### src/hdl/conv_protect_map.svh
// register map, field positions, reset values and times of the protect block
// assumes a 40 MHz system clock; times are in ns
`ifndef CONV_PROTECT_MAP_SVH
`define CONV_PROTECT_MAP_SVH
`define ADDR_AUX_RAIL 8'h1A
`define ADDR_PROT_TIMING 8'h1B
`define AUX_RAIL_RST 8'h00
`define PROT_TIMING_RST 8'h44
`define AUX1_BIT 0
`define AUX2_BIT 1
`define RETRY_CORE_HI 7
`define RETRY_CORE_LO 6
`define OCM_CORE_HI 5
`define OCM_CORE_LO 4
`define RETRY_INTER_HI 3
`define RETRY_INTER_LO 2
`define OCM_INTER_HI 1
`define OCM_INTER_LO 0
`define FLAG_INTER_VOLT 0
`define FLAG_CORE_VOLT 1
`define FLAG_INTER_PROT 2
`define FLAG_CORE_PROT 3
`define FLAG_W 4
`define CNT_W 24
`define CLK_PERIOD_NS 25
`define UV_MASK_NS 92000
`define OC_MASK0_NS 122000
`define OC_MASK1_NS 610000
`define OC_MASK2_NS 1098000
`define RETRY0_NS 15600000
`define RETRY1_NS 31200000
`define RETRY2_NS 124900000
`define RETRY3_NS 249900000
`define RST_DELAY_NS 12000000
`endif

### src/hdl/conv_protect_pkg.sv
// types shared by the converter protect logic
// assumes the map header sits beside it
`include "conv_protect_map.svh"
package conv_protect_pkg;
    // protect sequence of one converter
    typedef enum logic [1:0] {ST_NORMAL, ST_WARN, ST_PROTECT} prot_state_t;
    // long timing counts
    typedef logic [`CNT_W-1:0] count_t;
endpackage : conv_protect_pkg

### src/hdl/conv_protect_fsm.sv
// protect sequence of one switching converter: masked detect, warn, retry
// assumes fault inputs already synchronised to clk_sys
`timescale 1ns/10ps
module conv_protect_fsm
    import conv_protect_pkg::*;
(
    // clock and reset
    input wire logic clk_sys,
    input wire logic resetn,
    // fault levels
    input wire logic ocFault,
    input wire logic uvFault,
    input wire logic extFault,
    // selected times in cycles
    input wire count_t ocMaskCyc,
    input wire count_t uvMaskCyc,
    input wire count_t retryCyc,
    // status
    output logic warn,
    output logic inProtect
);
    prot_state_t state_r; // sequence state
    count_t ocCnt_r; // over-current persistence
    count_t uvCnt_r; // under-voltage persistence
    count_t retryCnt_r; // time spent in protect
    logic ocTrip; // over-current outlived its mask
    logic uvTrip; // under-voltage outlived its mask
    logic retryDone; // interval over

    assign ocTrip = ocFault && (ocCnt_r >= ocMaskCyc - count_t'(1));
    assign uvTrip = uvFault && (uvCnt_r >= uvMaskCyc - count_t'(1));
    assign retryDone = (retryCnt_r >= retryCyc - count_t'(1));
    assign warn = (state_r == ST_WARN);
    assign inProtect = (state_r == ST_PROTECT);

    // mask timers restart whenever the fault drops out
    always_ff @(posedge clk_sys or negedge resetn)
    begin
        if (!resetn)
        begin
            ocCnt_r <= '0;
            uvCnt_r <= '0;
        end
        else
        begin
            ocCnt_r <= (ocFault && state_r == ST_NORMAL && !ocTrip) ? ocCnt_r + count_t'(1)
                : '0; // RULE19
            uvCnt_r <= (uvFault && state_r == ST_NORMAL && !uvTrip) ? uvCnt_r + count_t'(1)
                : '0; // RULE19
        end
    end

    // interval counter, only runs while in protect
    always_ff @(posedge clk_sys or negedge resetn)
    begin
        if (!resetn)
            retryCnt_r <= '0;
        else if (state_r != ST_PROTECT || retryDone)
            retryCnt_r <= '0;
        else
            retryCnt_r <= retryCnt_r + count_t'(1); // RULE6
    end

    // state sequence
    always_ff @(posedge clk_sys or negedge resetn)
    begin
        if (!resetn)
            state_r <= ST_NORMAL;
        else
        begin
            case (state_r)
                ST_NORMAL:
                    if (ocTrip || uvTrip || extFault)
                        state_r <= ST_WARN; // RULE3 RULE11
                ST_WARN:
                    state_r <= ST_PROTECT;
                ST_PROTECT:
                    // restart attempt; a lasting outside fault keeps protect
                    if (retryDone && !extFault)
                        state_r <= ST_NORMAL; // RULE5 RULE7
                default:
                    state_r <= ST_NORMAL;
            endcase
        end
    end

    a_warn_before_prot: assert property (@(posedge clk_sys) disable iff (!resetn)
        $rose(state_r == ST_PROTECT) |-> $past(state_r) == ST_WARN) // RULE9
        else $error("protect entered without warn");
    a_retry_leaves: assert property (@(posedge clk_sys) disable iff (!resetn)
        state_r == ST_PROTECT && retryDone && !extFault |=> state_r == ST_NORMAL) // RULE7
        else $error("restart attempt missed");
endmodule : conv_protect_fsm

### src/hdl/converter_protect_and_aux_rail_ctrl.sv
// protect control of two converters, aux rail enables, core undervoltage reset
// assumes fault inputs from analog detectors (asynchronous), register port
// from the serial interface decoder on clk_sys
`timescale 1ns/10ps
// What this block does
// (RULE1) register 1AH enables aux rails, default off
// (RULE2) intermediate or masked core overvoltage stops both converters switching
// (RULE3) masked intermediate fault enters interval operation
// (RULE4) programmable current mask, fixed 92us others
// (RULE5) protect mode retries intermediate converter periodically
// (RULE6) retry period comes from software setting
// (RULE7) fault gone at retry returns normal
// (RULE8) core or analog overvoltage protects intermediate
// (RULE9) interrupt low before intermediate protect
// (RULE10) interrupt low before core protect
// (RULE11) masked core fault enters interval operation
// (RULE12) voltage fault sets flag and interrupt
// (RULE13) enable bit adds core undervoltage reset
// (RULE14) reset low at once, held during undervoltage
// (RULE15) reset released 12ms after recovery
// (RULE16) register 1BH selects retry intervals
// (RULE17) register 1BH selects overcurrent masks
// (RULE18) timing register survives reset output
// (RULE19) mask timer restarts when fault clears
module converter_protect_and_aux_rail_ctrl
    import conv_protect_pkg::*;
#(
    parameter int unsigned TICK_NS = `CLK_PERIOD_NS, // ns per count of every timer
    parameter int unsigned UV_MASK_CYC = (`UV_MASK_NS + TICK_NS - 1) / TICK_NS,
    parameter int unsigned OC_MASK0_CYC = (`OC_MASK0_NS + TICK_NS - 1) / TICK_NS,
    parameter int unsigned OC_MASK1_CYC = (`OC_MASK1_NS + TICK_NS - 1) / TICK_NS,
    parameter int unsigned OC_MASK2_CYC = (`OC_MASK2_NS + TICK_NS - 1) / TICK_NS,
    parameter int unsigned RETRY0_CYC = (`RETRY0_NS + TICK_NS - 1) / TICK_NS,
    parameter int unsigned RETRY1_CYC = (`RETRY1_NS + TICK_NS - 1) / TICK_NS,
    parameter int unsigned RETRY2_CYC = (`RETRY2_NS + TICK_NS - 1) / TICK_NS,
    parameter int unsigned RETRY3_CYC = (`RETRY3_NS + TICK_NS - 1) / TICK_NS,
    parameter int unsigned RST_DELAY_CYC = (`RST_DELAY_NS + TICK_NS - 1) / TICK_NS
)
(
    // clock and reset
    input wire logic clk_sys,
    input wire logic resetn,
    // register port
    input wire logic [7:0] regAddr,
    input wire logic [7:0] regWrData,
    input wire logic regWrEn,
    input wire logic regRdEn,
    output logic [7:0] regRdData,
    output logic regRdValid,
    // analog detector levels, asynchronous
    input wire logic interOv,
    input wire logic interOc,
    input wire logic interUv,
    input wire logic coreOv,
    input wire logic coreOc,
    input wire logic coreUv,
    input wire logic analogOv,
    // configuration and flag clear
    input wire logic core_uv_reset_enable,
    input wire logic [`FLAG_W-1:0] flagClear,
    // converter control
    output logic interSwitchEn,
    output logic coreSwitchEn,
    output logic interProtect,
    output logic coreProtect,
    // aux rails
    output logic aux_rail1_enable,
    output logic aux_rail2_enable,
    // status, interrupt, reset
    output logic [`FLAG_W-1:0] statusFlags,
    output logic irq_out_n,
    output logic reset_out_n
);
    localparam int unsigned MIN_CYC = 2;
    localparam int unsigned MAX_CYC = (1 << `CNT_W) - 1;

    // refuse counts the counters cannot hold
    if (TICK_NS == 0 || UV_MASK_CYC < MIN_CYC || OC_MASK0_CYC < MIN_CYC || RETRY0_CYC < MIN_CYC
        || RST_DELAY_CYC < MIN_CYC || RETRY3_CYC > MAX_CYC || OC_MASK2_CYC > MAX_CYC
        || RST_DELAY_CYC > MAX_CYC)
    begin : g_bad_count
        $error("timing count out of range");
    end

    logic [7:0] auxRail_r; // aux rail control register
    logic [7:0] protTiming_r; // protect timing register
    logic [6:0] faultMeta_r; // first sync stage
    logic [6:0] faultSync_r; // second sync stage
    logic interOvS, interOcS, interUvS, coreOvS, coreOcS, coreUvS, analogOvS;
    count_t coreOvCnt_r; // core overvoltage mask timer
    logic coreOvHit; // core overvoltage outlived its mask
    logic ovStop; // stop both converters
    logic interWarn, interInProt, coreWarn, coreInProt;
    logic [`FLAG_W-1:0] flags_r; // sticky status
    logic [`FLAG_W-1:0] flags_nxt;
    logic [`FLAG_W-1:0] flagSet;
    logic coreUvRst; // reset condition active
    count_t rstCnt_r; // release delay

    // overcurrent mask select decode
    function automatic count_t ocMaskSel(input logic [1:0] sel);
        case (sel)
            2'h2: return count_t'(OC_MASK1_CYC);
            2'h3: return count_t'(OC_MASK2_CYC);
            default: return count_t'(OC_MASK0_CYC);
        endcase
    endfunction : ocMaskSel

    // retry interval select decode
    function automatic count_t retrySel(input logic [1:0] sel);
        case (sel)
            2'h0: return count_t'(RETRY0_CYC);
            2'h2: return count_t'(RETRY2_CYC);
            2'h3: return count_t'(RETRY3_CYC);
            default: return count_t'(RETRY1_CYC);
        endcase
    endfunction : retrySel

    // register writes; only resetn clears, never the reset output
    always_ff @(posedge clk_sys or negedge resetn)
    begin
        if (!resetn)
        begin
            auxRail_r <= `AUX_RAIL_RST; // RULE1
            protTiming_r <= `PROT_TIMING_RST; // RULE18
        end
        else if (regWrEn)
        begin
            if (regAddr == `ADDR_AUX_RAIL)
                auxRail_r <= regWrData; // RULE1
            else if (regAddr == `ADDR_PROT_TIMING)
                protTiming_r <= regWrData; // RULE16 RULE17
        end
    end

    // register reads, unmapped reads zero
    always_ff @(posedge clk_sys or negedge resetn)
    begin
        if (!resetn)
        begin
            regRdData <= 8'h00;
            regRdValid <= 1'b0;
        end
        else
        begin
            regRdValid <= regRdEn;
            if (!regRdEn)
                regRdData <= 8'h00;
            else if (regAddr == `ADDR_AUX_RAIL)
                regRdData <= {6'h00, auxRail_r[`AUX2_BIT], auxRail_r[`AUX1_BIT]};
            else if (regAddr == `ADDR_PROT_TIMING)
                regRdData <= protTiming_r;
            else
                regRdData <= 8'h00;
        end
    end

    // two-stage sync of detector levels
    always_ff @(posedge clk_sys or negedge resetn)
    begin
        if (!resetn)
        begin
            faultMeta_r <= '0;
            faultSync_r <= '0;
        end
        else
        begin
            faultMeta_r <= {interOv, interOc, interUv, coreOv, coreOc, coreUv, analogOv};
            faultSync_r <= faultMeta_r;
        end
    end
    assign {interOvS, interOcS, interUvS, coreOvS, coreOcS, coreUvS, analogOvS} = faultSync_r;

    // fixed mask on core overvoltage
    always_ff @(posedge clk_sys or negedge resetn)
    begin
        if (!resetn)
            coreOvCnt_r <= '0;
        else if (!coreOvS)
            coreOvCnt_r <= '0; // RULE19
        else if (!coreOvHit)
            coreOvCnt_r <= coreOvCnt_r + count_t'(1); // RULE4
    end
    assign coreOvHit = coreOvS && (coreOvCnt_r >= count_t'(UV_MASK_CYC) - count_t'(1));
    assign ovStop = interOvS || coreOvHit; // RULE2

    // intermediate converter sequence
    conv_protect_fsm u_inter
    (
        .clk_sys(clk_sys),
        .resetn(resetn),
        .ocFault(interOcS),
        .uvFault(interUvS),
        .extFault(coreOvHit || analogOvS), // RULE8
        .ocMaskCyc(ocMaskSel(protTiming_r[`OCM_INTER_HI:`OCM_INTER_LO])), // RULE4 RULE17
        .uvMaskCyc(count_t'(UV_MASK_CYC)), // RULE4
        .retryCyc(retrySel(protTiming_r[`RETRY_INTER_HI:`RETRY_INTER_LO])), // RULE6
        .warn(interWarn),
        .inProtect(interInProt)
    );

    // core converter sequence
    conv_protect_fsm u_core
    (
        .clk_sys(clk_sys),
        .resetn(resetn),
        .ocFault(coreOcS),
        .uvFault(coreUvS),
        .extFault(1'b0),
        .ocMaskCyc(ocMaskSel(protTiming_r[`OCM_CORE_HI:`OCM_CORE_LO])), // RULE17
        .uvMaskCyc(count_t'(UV_MASK_CYC)),
        .retryCyc(retrySel(protTiming_r[`RETRY_CORE_HI:`RETRY_CORE_LO])), // RULE16
        .warn(coreWarn),
        .inProtect(coreInProt)
    );

    // converter control and aux outputs
    always_ff @(posedge clk_sys or negedge resetn)
    begin
        if (!resetn)
        begin
            interSwitchEn <= 1'b0;
            coreSwitchEn <= 1'b0;
            interProtect <= 1'b0;
            coreProtect <= 1'b0;
            aux_rail1_enable <= 1'b0;
            aux_rail2_enable <= 1'b0;
        end
        else
        begin
            interSwitchEn <= !ovStop && !interInProt; // RULE2 RULE3
            coreSwitchEn <= !ovStop && !coreInProt; // RULE2 RULE11
            interProtect <= interInProt;
            coreProtect <= coreInProt;
            aux_rail1_enable <= auxRail_r[`AUX1_BIT]; // RULE1
            aux_rail2_enable <= auxRail_r[`AUX2_BIT]; // RULE1
        end
    end

    // sticky flags, a set beats a clear in the same cycle
    always_comb
    begin
        flagSet = '0;
        flagSet[`FLAG_INTER_VOLT] = interOvS || interUvS; // RULE12
        flagSet[`FLAG_CORE_VOLT] = coreOvS || coreUvS; // RULE12
        flagSet[`FLAG_INTER_PROT] = interWarn; // RULE9
        flagSet[`FLAG_CORE_PROT] = coreWarn; // RULE10
        flags_nxt = (flags_r & ~flagClear) | flagSet;
    end

    // flag storage and interrupt
    always_ff @(posedge clk_sys or negedge resetn)
    begin
        if (!resetn)
        begin
            flags_r <= '0;
            statusFlags <= '0;
            irq_out_n <= 1'b1;
        end
        else
        begin
            flags_r <= flags_nxt;
            statusFlags <= flags_nxt;
            irq_out_n <= ~|flags_nxt; // RULE9 RULE10 RULE12
        end
    end

    // core undervoltage reset with release delay
    assign coreUvRst = core_uv_reset_enable && coreUvS; // RULE13
    always_ff @(posedge clk_sys or negedge resetn)
    begin
        if (!resetn)
        begin
            reset_out_n <= 1'b1;
            rstCnt_r <= '0;
        end
        else if (coreUvRst)
        begin
            reset_out_n <= 1'b0; // RULE14
            rstCnt_r <= '0;
        end
        else if (!reset_out_n)
        begin
            if (rstCnt_r >= count_t'(RST_DELAY_CYC) - count_t'(1))
                reset_out_n <= 1'b1; // RULE15
            else
                rstCnt_r <= rstCnt_r + count_t'(1);
        end
    end

    a_ov_stop: assert property (@(posedge clk_sys) disable iff (!resetn)
        ovStop |=> !interSwitchEn && !coreSwitchEn) // RULE2
        else $error("switching not stopped on overvoltage");
    a_irq_lead_inter: assert property (@(posedge clk_sys) disable iff (!resetn)
        $rose(interProtect) |-> $past(!irq_out_n)) // RULE9
        else $error("interrupt late for intermediate protect");
    a_irq_lead_core: assert property (@(posedge clk_sys) disable iff (!resetn)
        $rose(coreProtect) |-> $past(!irq_out_n)) // RULE10
        else $error("interrupt late for core protect");
    a_flag_volt: assert property (@(posedge clk_sys) disable iff (!resetn)
        (coreOvS || coreUvS) |=> statusFlags[`FLAG_CORE_VOLT] && !irq_out_n) // RULE12
        else $error("core voltage flag missing");
    a_rst_assert: assert property (@(posedge clk_sys) disable iff (!resetn)
        coreUvRst |=> !reset_out_n && rstCnt_r == '0) // RULE14
        else $error("reset not asserted on undervoltage");
    a_rst_release: assert property (@(posedge clk_sys) disable iff (!resetn)
        $rose(reset_out_n) |-> $past(rstCnt_r) == count_t'(RST_DELAY_CYC) - count_t'(1)) // RULE15
        else $error("reset released early");
    a_uv_no_rst: assert property (@(posedge clk_sys) disable iff (!resetn)
        coreUvS && !core_uv_reset_enable && reset_out_n |=> reset_out_n) // RULE13
        else $error("reset without enable");
    a_aux_write: assert property (@(posedge clk_sys) disable iff (!resetn)
        regWrEn && regAddr == `ADDR_AUX_RAIL
        |=> ##2 aux_rail2_enable == $past(regWrData[`AUX2_BIT], 3)) // RULE1
        else $error("aux rail enable not following write");
    a_core_ov_mask: assert property (@(posedge clk_sys) disable iff (!resetn)
        $rose(coreOvS) |-> !coreOvHit [*7]) // RULE4
        else $error("core overvoltage unmasked");
endmodule : converter_protect_and_aux_rail_ctrl

### config.mk
export PLATFORM = sky130hd
export DESIGN_NAME = converter_protect_and_aux_rail_ctrl
export DESIGN_NICKNAME = d
export VERILOG_FILES = /design/src/hdl/conv_protect_pkg.sv /design/src/hdl/conv_protect_fsm.sv /design/src/hdl/converter_protect_and_aux_rail_ctrl.sv
export VERILOG_INCLUDE_DIRS = /design/src /design/src/hdl
export SDC_FILE = /design/constraint.sdc
export NUM_CORES = 1
export LEC_CHECK = 0
export BUFFER_PORTS_ARGS = -buffer_cell sky130_fd_sc_hd__buf_2
export CORE_MARGIN = 10
export CORE_UTILIZATION = 50
export CTS_CLUSTER_SIZE = 12
export DETAILED_ROUTE_END_ITERATION = 10
export GPL_TIMING_DRIVEN = 0
export PLACE_DENSITY_LB_ADDON = 0.2
export RECOVER_POWER = 50
export SYNTH_ARGS = -nofsm -noshare
export SYNTH_HDL_FRONTEND = slang
export SYNTH_HIERARCHICAL = 1
export SYNTH_SLANG_ARGS = --single-unit
### constraint.sdc
create_clock -name clk_sys -period 5.25 [get_ports clk_sys]
set_clock_uncertainty 0.05 [all_clocks]
set_input_delay 0.2625 -clock clk_sys [delete_from_list [all_inputs] [get_ports clk_sys]]
set_output_delay 0.2625 -clock clk_sys [all_outputs]
set_load 0.01 [all_outputs]
==> impl_metrics.json <==
{
  "worst_hold_path_type": "input port to flip-flop",
  "met1_usage": 0.221,
  "reg2reg_from": "protTiming_r[2]",
  "synth_cell_types": 62,
  "vias_per_cell": 5.01,
  "grt_use_total": 0.172,
  "worst_r2r_path_depth": 13,
  "die_h_microns": 201,
  "grt_util_met3": 0.0193,
  "post-route-period-util": 0.935,
  "grt_pass1_vias": 13000,
  "path_class": "flip-flop to flip-flop",
  "synth.most_common_cell": "dfrtp_1",
  "power_density_mw_per_mm2": 242,
  "fp.dieW_microns": 201,
  "synthTopCellsByCount": "dfrtp_1 (237), nor2_1 (217), ha_1 (170)",
  "fin_crit_ns": 4.91,
  "drtIter0Drc": 733,
  "synth.area.top_cells": "dfrtp_1 (36%), ha_1 (13%), xnor2_1 (7.4%), xor2_1 (6.8%), nor2_1 (4.9%)",
  "post_cts_buffers": 0,
  "tightest_slew_ns": 3.18,
  "post-place-ws_ns": 0.0113,
  "crit_end": "u_inter/retryCnt_r[15]",
  "status": "finished, violations left",
  "crit_path_start_kind": "flip-flop",
  "drive_gt1_frac": 0.0687,
  "syn_inst": 1814,
  "grt_overflow": 0,
  "fmax_ghz": 0.204,
  "htree_levels": 1,
  "final_util": 0.601,
  "core_area_sq_mm": 0.0325,
  "cts-root-buf": "clkbuf_16",
  "wl_per_cell_microns": 13.2,
  "numCtsBuffers": 29,
  "worst_ep_arrival_time_ns": 5.28,
  "synth_top_area_share": 0.360,
  "gp_congestion": 0.820,
  "r2r_setup_slack_ns": 0.34,
  "ios": 53,
  "slew-limit-headroom": -1.12,
  "worst_slack_ns": 0.339,
  "diodes": 0,
  "finalHoldViolCount": 0,
  "crit_fanout": 13,
  "grt-busiest-layer": "met2",
  "wl_mm": 35.0,
  "final_max_slew_viol_count": 59,
  "max-cap-violations": 1,
  "crit_required_ns": 5.62,
  "end_kind": "flip-flop",
  "violations": "capacitance limit, slew limit",
  "yosysTopAreaCell": "dfrtp_1",
  "grt_pass1_wl_mm": 60.7,
  "synthesis.area_sq_mm": 0.0165,
  "grt_util_met2": 0.300,
  "cp-startpoint": "protTiming_r[2]",
  "setup_tns_ns": 0,
  "holdCritStartpoint": "core_uv_reset_enable",
  "grt_max_degree": 95,
  "dieArea_sq_mm": 0.0406,
  "synth-async-reset-ratio": 1.00,
  "peakVddDrop_mv": 0.298,
  "ant_nets": 0,
  "insertion_delay_ns": 0.56,
  "num_vias": 13300,
  "leakagePower_nw": 9.12,
  "synth_edf_count": 0,
  "clk_path_buf_depth": 3,
  "dpl.hpwl_mm": 26.0,
  "cts_tree": "yes",
  "antenna_found_initial": 0,
  "nets": 2392,
  "synth_warnings": 6,
  "drc_errors": 0,
  "ys_seq_elements": 241,
  "syn-mean-instance-area_sq_um": 9.08,
  "rows": 66,
  "clk_pin_slew_ns": 0.06,
  "synth-main-ff-cell": "dfrtp_1",
  "syn2layout_area_growth_pct": 18.8,
  "io_buffers": 52,
  "reg2reg_to": "u_inter/retryCnt_r[15]",
  "finalSetupViolations": 0,
  "drt_pass1_iterations": 5,
  "holdWs_ns": 0.0753,
  "start_util": 0.506,
  "ys_seq_area_frac": 0.367,
  "cts_sinks": 241
}
power breakdown:
group | leakage (nW) | total, mW | switching [mW] | internal (mW)
registers | 3.26 | 2.04 | 0.0993 | 1.94
clock network | 0.492 | 2.13 | 0.831 | 1.30
logic | 5.37 | 0.569 | 0.314 | 0.254
flip-flops by register name (all words and copies together) (netlist names), 24 cells and up:
name and count:
u_core/retryCnt_r 24, coreOvCnt_r 24, u_core/uvCnt_r 24, u_inter/uvCnt_r 24, u_inter/ocCnt_r 24, u_inter/retryCnt_r 24, u_core/ocCnt_r 24, rstCnt_r 24
worst max-delay path, cell delays in order, from the launching register on:
cell and delay [ns]:
dfstp_2 0.57, inv_1 0.09, ha_1 0.37, or2_2 0.41, or4_1 0.63, nor4_2 0.41
nor3b_1 0.32, xnor2_1 0.11, ha_1 0.32, nand4_1 0.14, or2_2 0.34, o31ai_2 0.43
clkbuf_1 0.43, a21oi_1 0.13
routing by layer:
metal	share of wire	routed length, microns	vias to the layer above
met5	0	0	-
met4	0.024	823	0
met3	0.026	923	60
met2	0.49	17200	139
met1	0.46	16000	6239
li1	-	-	6852
cells in the final DEF (no fill, tap or decap), drive strengths merged, types with 9 or more instances in the layout:
| cell | synthesis | routed |
|---|---|---|
| a21o | 22 | 22 |
| a21oi | 84 | 84 |
| and2 | 36 | 36 |
| and3 | 24 | 24 |
| and4 | 15 | 15 |
| buf | 4 | 54 |
| clkbuf | 29 | 70 |
| conb | 2 | 271 |
| dfrtp | 237 | 237 |
| dlygate4sd3 | 0 | 22 |
| ha | 170 | 170 |
| inv | 67 | 69 |
| mux2 | 10 | 10 |
| mux2i | 10 | 10 |
| nand2 | 154 | 154 |
| nand2b | 14 | 14 |
| nand3 | 82 | 82 |
| nand4 | 55 | 55 |
| nor2 | 217 | 217 |
| nor2b | 17 | 17 |
| nor3 | 86 | 86 |
| nor4 | 33 | 33 |
| o211ai | 9 | 9 |
| o21ai | 34 | 34 |
| or2 | 16 | 16 |
| or3 | 29 | 29 |
| or4 | 16 | 16 |
| xnor2 | 140 | 140 |
| xor2 | 127 | 127 |
what timing repair did:
item	4_1_cts	5_1_grt
resized for setup	1	12
hold buffers	22	0
endpoints found under the hold margin	81	0
pin swaps	0	0
endpoints found under the setup margin	3	34
metrics by stage:
step                cells  power, mW  cell area (sq um)
floorplan            2083       2.46              17500
global placement     2577       2.59              18300
detailed placement   2579       2.61              18400
CTS                  2654       4.78              19600
global route         2654       4.98              19600
finish               2654       4.73              19600
worst min path at each step:
| stage | cells after the start | endpoint | slack, ns |
|---|---|---|---|
| finish | 4 | rstCnt_r[4] | 0.08 |
| global route | 4 | rstCnt_r[17] | 0.1 |
| CTS | 4 | rstCnt_r[17] | 0.05 |
| detailed placement | 1 | rstCnt_r[0] | 0.17 |
| global placement | 0 | faultSync_r[1] | 0.28 |
| floorplan | 0 | auxRail_r[0] | -0.08 |
area by class of cell:
cell class | count | area, sq um
multi-input cells | 1742 | 11100
clock inverters | 16 | 233
well taps | 442 | 553
flip-flops and latches | 241 | 6040
plain buffers | 33 | 144
fillers | 2890 | 13000
repair buffers | 76 | 493
clock buffers | 37 | 776
inverters | 67 | 251
cells by family (layout without fill, tap and decap cells):
logic type	after synthesis	after routing	synth area share
fa+ha+maj	170	170	0.129
simple gates	812	812	0.249
other cells	2	271	0.000456
flops	241	241	0.367
xor+xnor	267	267	0.142
buf+inv	100	229	0.0236
mux	20	20	0.0129
compound gates	202	202	0.0761
No activity file was read; power rests on OpenSTA's default activity.
